File: config.mk
export PLATFORM = sky130hd
export DESIGN_NAME = rsw_top
export DESIGN_NICKNAME = d
export VERILOG_FILES = /design/src/logic/rsw_pkg.sv /design/src/logic/rsw_sync.sv /design/src/logic/rsw_top.sv
export SDC_FILE = /design/constraint.sdc
export NUM_CORES = 1
export LEC_CHECK = 0
export ABC_CLOCK_PERIOD_IN_PS = 7000
export BUFFER_PORTS_ARGS = -buffer_cell sky130_fd_sc_hd__buf_2
export CORE_ASPECT_RATIO = 1.75
export CORE_MARGIN = 4
export CORE_UTILIZATION = 40
export DETAILED_ROUTE_END_ITERATION = 8
export SLEW_MARGIN = 40
export SYNTH_ARGS = -nofsm -noshare
export SYNTH_HDL_FRONTEND = slang
export SYNTH_SLANG_ARGS = --single-unit
File: constraint.sdc
create_clock -name clk_i -period 7 [get_ports clk_i]
set_input_delay 0.7 -clock clk_i [delete_from_list [all_inputs] [get_ports clk_i]]
set_output_delay 0.7 -clock clk_i [all_outputs]
set_load 0.1 [all_outputs]
File: src/logic/rsw_pkg.sv
// Purpose: Constants and types for the reset supervisor and watchdog.
// Assumes: 200 MHz timing clock, synchronous active-low reset.
// Notes: Functional notes follow.
// Functional notes
// - Reset output asserts while the manual reset input is low.
// - Manual reset input is debounced so switch bounce gives one reset.
// - A floating manual reset input reads as high and never resets.
// - Power-fail flag is low while the sensed level is below threshold.
// - Kick input idle longer than the timeout drives watchdog expired low.
// - Each kick edge, rising or falling, clears the watchdog counter.
// - Watchdog counter is held clear while reset output is asserted.
// - Every reset trigger yields a reset pulse of at least 200 ms.
// - Reset stays asserted while supply-low is active or manual reset low.
// - Reset holds 200 ms more after supply-low clears or manual reset rises.
// - A watchdog timeout alone never asserts the reset output.
// - Active-high reset output is always the inverse of the active-low one.
// - Watchdog expired stays low until a kick edge or reset clears it.
// - Watchdog expired is forced low while supply-low is active.
// - Watchdog expired returns high at once when supply-low clears.
// - Watchdog timeout period is 1.6 seconds.
// - A new interruption during reset restarts the full 200 ms stretch.
package rsw_pkg;

  // ****************************************
  // Timing
  // ****************************************
  localparam longint unsigned RSW_CLK_HZ = 64'd200000000;
  localparam longint unsigned RSW_STRETCH_MS = 64'd200;
  localparam longint unsigned RSW_TIMEOUT_MS = 64'd1600;
  localparam longint unsigned RSW_STRETCH_CYC = RSW_CLK_HZ / 64'd1000 * RSW_STRETCH_MS;
  localparam longint unsigned RSW_TIMEOUT_CYC = RSW_CLK_HZ / 64'd1000 * RSW_TIMEOUT_MS;
  localparam int RSW_CNT_W = 32;
  localparam int RSW_SYNC_STAGES = 3;

  // ****************************************
  // Reset values
  // ****************************************
  localparam logic RSW_PIN_RST_VAL = 1'b1;

  // ****************************************
  // Types
  // ****************************************
  typedef enum logic [0:0] {
    RSW_RUN,
    RSW_HOLD
  } rsw_rst_state_type;

  typedef struct packed {
    logic manual_reset_n_in;
    logic supply_low_in;
    logic power_fail_sense_in;
    logic watchdog_kick_in;
  } rsw_pins_type;

  typedef struct packed {
    logic reset_n;
    logic reset;
    logic watchdog_expired_n;
    logic power_fail_flag_n;
  } rsw_outs_type;

  // Outputs leave reset with the processor held and both flags idle high.
  localparam rsw_outs_type RSW_OUTS_RST_VAL = '{reset_n: 1'b0, reset: 1'b1,
    watchdog_expired_n: 1'b1, power_fail_flag_n: 1'b1};

endpackage

File: src/logic/rsw_sync.sv
// Purpose: Three-stage synchroniser with agreement on the last two stages.
// Assumes: Input is asynchronous to clk_i.
// Notes: First stage feeds only the second stage.
module rsw_sync
  import rsw_pkg::*;
(
  input wire logic clk_i,
  input wire logic nrst_i,
  input wire logic ce_i,
  input wire logic d_i,
  output logic q_o
);

  typedef struct packed {
    logic [RSW_SYNC_STAGES-1:0] sh;
    logic q;
  } rsw_sync_state_type;

  rsw_sync_state_type st;
  rsw_sync_state_type next_st;

  always_comb begin
    next_st = st;
    next_st.sh = {st.sh[RSW_SYNC_STAGES-2:0], d_i};
    if (st.sh[RSW_SYNC_STAGES-1] == st.sh[RSW_SYNC_STAGES-2]) begin
      next_st.q = st.sh[RSW_SYNC_STAGES-1];
    end
  end

  always_ff @(posedge clk_i) begin
    if (!nrst_i) begin
      st <= '{sh: {RSW_SYNC_STAGES{RSW_PIN_RST_VAL}}, q: RSW_PIN_RST_VAL};
    end else if (ce_i) begin
      st <= next_st;
    end
  end

  assign q_o = st.q;

endmodule

File: src/logic/rsw_top.sv
// Purpose: Reset stretcher, independent watchdog and power-fail flag.
// Assumes: Comparator results arrive as digital levels, asynchronous.
// Notes: Pins idle high after reset so a floating manual input stays inactive.
module rsw_top
  import rsw_pkg::*;
#(
  parameter longint unsigned STRETCH_CYC = RSW_STRETCH_CYC,
  parameter longint unsigned TIMEOUT_CYC = RSW_TIMEOUT_CYC
)
(
  input wire logic clk_i,
  input wire logic nrst_i,
  input wire logic ce_i,
  input wire logic manual_reset_n_in_i,
  input wire logic supply_low_i,
  input wire logic power_fail_sense_i,
  input wire logic watchdog_kick_in_i,
  output logic reset_n_o,
  output logic reset_o,
  output logic watchdog_expired_n_o,
  output logic power_fail_flag_n_o
);

  localparam logic [RSW_CNT_W-1:0] STRETCH_LAST = RSW_CNT_W'(STRETCH_CYC - 64'd1);
  localparam logic [RSW_CNT_W-1:0] TIMEOUT_LAST = RSW_CNT_W'(TIMEOUT_CYC - 64'd1);

  // ****************************************
  // Input synchronisers
  // ****************************************
  rsw_pins_type raw;
  rsw_pins_type pin;

  assign raw = '{manual_reset_n_in: manual_reset_n_in_i, supply_low_in: supply_low_i,
                 power_fail_sense_in: power_fail_sense_i, watchdog_kick_in: watchdog_kick_in_i};

  for (genvar g = 0; g < 4; g++) begin : g_sync
    rsw_sync u_sync (
      .clk_i(clk_i),
      .nrst_i(nrst_i),
      .ce_i(ce_i),
      .d_i(raw[g]),
      .q_o(pin[g])
    );
  end

  // ****************************************
  // State
  // ****************************************
  typedef struct packed {
    rsw_rst_state_type mode;
    logic [RSW_CNT_W-1:0] stretch;
    logic [RSW_CNT_W-1:0] wd_cnt;
    logic wd_fired;
    logic kick_prev;
    rsw_outs_type outs;
  } rsw_top_state_type;

  rsw_top_state_type st;
  rsw_top_state_type next_st;

  logic trigger;

  always_comb begin
    next_st = st;
    // Manual input is a level seen after filtering, and the 200 ms stretch masks
    // any bounce, so a bouncing switch merges into one pulse.
    trigger = !pin.manual_reset_n_in || pin.supply_low_in;
    case (st.mode)
      RSW_RUN: begin
        if (trigger) begin
          next_st.mode = RSW_HOLD;
          next_st.stretch = '0;
        end
      end
      RSW_HOLD: begin
        if (trigger) begin
          next_st.stretch = '0;
        end else if (st.stretch >= STRETCH_LAST) begin
          next_st.mode = RSW_RUN;
        end else begin
          next_st.stretch = st.stretch + 1'b1;
        end
      end
      default: begin
        next_st.mode = RSW_HOLD;
        next_st.stretch = '0;
      end
    endcase

    // Watchdog runs independently and never feeds the reset path.
    next_st.kick_prev = pin.watchdog_kick_in;
    if (next_st.mode == RSW_HOLD || trigger) begin
      next_st.wd_cnt = '0;
      next_st.wd_fired = 1'b0;
    end else if (pin.watchdog_kick_in != st.kick_prev) begin
      next_st.wd_cnt = '0;
      next_st.wd_fired = 1'b0;
    end else if (st.wd_cnt >= TIMEOUT_LAST) begin
      next_st.wd_fired = 1'b1;
    end else begin
      next_st.wd_cnt = st.wd_cnt + 1'b1;
    end

    next_st.outs.reset_n = (next_st.mode != RSW_HOLD);
    next_st.outs.reset = (next_st.mode == RSW_HOLD);
    next_st.outs.watchdog_expired_n = !(next_st.wd_fired || pin.supply_low_in);
    next_st.outs.power_fail_flag_n = pin.power_fail_sense_in;
  end

  always_ff @(posedge clk_i) begin
    if (!nrst_i) begin
      st.mode <= RSW_HOLD;
      st.stretch <= '0;
      st.wd_cnt <= '0;
      st.wd_fired <= 1'b0;
      st.kick_prev <= RSW_PIN_RST_VAL;
      st.outs <= RSW_OUTS_RST_VAL;
    end else if (ce_i) begin
      st <= next_st;
    end
  end

  assign reset_n_o = st.outs.reset_n;
  assign reset_o = st.outs.reset;
  assign watchdog_expired_n_o = st.outs.watchdog_expired_n;
  assign power_fail_flag_n_o = st.outs.power_fail_flag_n;

endmodule

==> metrics.cfg <==
[run_status]
status=completed

[drt]
vias=3796
drt-vias-per-instance=6.01
wirelength_um=9880
ant_nets=0
drtIter0Drc=160
wl_per_cell_um=15.6
drc_errors=0
drtPass1Iterations=4

[worst_setup_path]
crit_required_ps=7250
path_max_fanout=52
crit_type=input port to flop
endpoint_kind=flop
crit_arrival_ps=3010
worstSetupStartpointType=input port

[worst_hold_path]
hold_path.class=flop to flop

[place]
place_congestion=0.826
hpwl_um=6710
numPortBuffers=10

[clock_tree]
path_clk_slew_ps=70
clockRootBuffer=clkbuf_16
post_cts_resized=0
cts_buffer_depth=2
cts_tree=yes
cts-buffers-inserted=9
post-cts-setup-buffers=0
hold_buffers=0
clock_sinks=86
clkLatencyLatePin_ps=340
h-tree-depth=3

[finish]
fin_util_pct=44.6
multi_input_area_mm2=0.00246
n_fill_cell=1057
final_common_cell=dfxtp_1
num-nets-final=506
mostFrequentLayoutCells=dfxtp_1 (86), nand2_1 (45), a21oi_1 (40)
drive_above_1_share_pct=10.2
ff_latch_area_mm2=0.00172
synthToLayoutAreaGrowth_pct=9.57
diodes=0

[power]
power_uw=1030
seqPwrFrac_pct=48.2
p_int_uw=786
p_comb_share_pct=3.8
vdd_drop_max_mv=0.164
p_sw_share_pct=23.7
p_leak_uw=0.00150
p_per_area_mw_per_mm2=216
pwr-share-clk_pct=48.0
p_sw_uw=243

[synthesis]
yosys_warnings=0
yosysTopAreaCell=dfxtp_1
synthFlopType=dfxtp_1
syn-instance-count=505
ys_top_cells_by_area=dfxtp_1 (40%), mux2i_1 (7.6%), a21oi_1 (4.6%)
seq_area_frac_synth_pct=39.6
synthArstFlopShare_pct=0
synth-edff-count=0
synth_seq_cells=86
syn_nets=514
synth_top_area_share_pct=39.6
ys_types=48
syn_avg_cell_area_um2=8.62
synthesis.area_mm2=0.00435

[global_route]
grt_pass1_wl_um=16800
grt_max_degree=71
grt_overflow=0
antenna_found_initial=0
grt_usage_pct=16.2
grt_pass1_vias=3588

[sta]
fin_crit_sh_pct=39.4
setup_tns_ps=0
fmax_mhz=362
whs_ps=472
period_minus_slack_ps=2760
relSlewSlack_pct=47.1
grt_setup_unrepaired=no
setup_viol=0
skew_ps=4.28
finalHoldViolCount=0
slew_viol_final=0
worst_slew_pin_slew_ps=787

[flow_run]
maxCapViolations=0

[floorplan]
io_pins=11
rows=50
core_area_mm2=0.0107
die-area_mm2=0.0127
start_util_pct=40.7
die_w_um=86.8
die_h_um=146

[logic make-up after synthesis]
| kind of cell | after synthesis | share of synthesized area (%) |
|---|---|---|
| fa+ha+maj | 2 | 0.575 |
| mux | 33 | 7.59 |
| flops | 86 | 39.6 |
| compound gates | 113 | 17.9 |
| xor+xnor | 6 | 1.21 |
| buf+inv | 42 | 4.54 |
| simple gates | 223 | 28.6 |
[critical path: stages]
cell     delay (ps)
buf_2            80
buf_4           500
inv_1           280
nor4_1          300
o21ai_0         300
nor2_1          370
nand3_1         190
o31ai_1         280
[metrics by stage]
step / worst slack [ps] / std cells / area, um^2
floorplan: 4520 / 505 / 4350
global placement: 3940 / 615 / 4430
detailed placement: 3840 / 615 / 4440
CTS: 4220 / 631 / 4750
global route: 3950 / 632 / 4770
finish: 4240 / 632 / 4770
[path summary, 6_finish.rpt]
| kind | startpoint | end | slack (ps) | depth (start not counted) |
|---|---|---|---|---|
| min | g_sync[2].u_sync.st[3]$_SDFFE_PN1P_ | g_sync[2].u_sync.st[3]$_SDFFE_PN1P_ | 470 | 2 |
| min reg2reg | g_sync[2].u_sync.st[3]$_SDFFE_PN1P_ | g_sync[2].u_sync.st[3]$_SDFFE_PN1P_ | 470 | 2 |
| max reg2reg | st[27]$_SDFFE_PN0P_ | st[16]$_SDFFE_PN0P_ | 4340 | 6 |
| max | ce_i | st[13]$_SDFFE_PN0P_ | 4240 | 8 |
[synthesized netlist by cell type, types with 2 or more instances]
master and number:
nor3_1 9, o31ai_1 21, a211oi_1 3, a2111oi_0 4, a211o_1 3, buf_1 4
dfxtp_1 86, clkbuf_1 24, nand2_1 47, nand2b_1 7, o21a_1 4, a31o_2 2
o2111ai_1 3, and2_1 2, a2111oi_2 2, nand4_1 22, xnor2_1 6, mux2i_1 33
o21ai_0 15, or3_1 5, ha_1 2, inv_1 8, or4_1 23, nand3_1 39
a31oi_1 2, a21oi_1 40, a21oi_2 8, buf_12 2, nor4b_1 2, nor2_1 20
nand3b_1 17, buf_2 3, nor4_1 3, nand4b_1 2, and3_1 16, and4_1 4
[routing by layer]
metal / vias to the layer above / part of all wire (%) / GRT usage [%]
met3: 19 / 3.6 / 3.68
li1: 1902 / - / -
met5: - / 0 / 0
met2: 83 / 52 / 27.7
met1: 1792 / 41 / 18.7
met4: 0 / 3.1 / 7.64
[registers in the layout, summed over array words and instances (netlist names)]
| register | flops |
|---|---|
| st | 66 |
| g_sync.u_sync.next_st | 8 |
| g_sync.u_sync.q_o | 4 |
| g_sync.u_sync.st | 4 |
| power_fail_flag_n_o | 1 |
| reset_n_o | 1 |
| reset_o | 1 |
| watchdog_expired_n_o | 1 |
[power groups by stage]
stage	clock [uW]	combinational (uW)	sequential [uW]
after global routing	523	43.8	496
after detailed placement	0	40.0	507
final	494	39.5	496
after CTS	505	40.0	496
after global placement	0	38.9	507
after floorplan	0	28.4	509
[layout make-up]
| class | instances | area share [%] |
|---|---|---|
| Tap cell | 130 | 3.41 |
| Multi-Input combinational cell | 377 | 51.5 |
| Sequential cell | 86 | 36.1 |
| Timing Repair Buffer | 15 | 1.92 |
| Clock buffer | 9 | 4.72 |
| Inverter | 8 | 0.630 |
| Clock inverter | 7 | 1.71 |
Power figures use the tool's default switching activity.
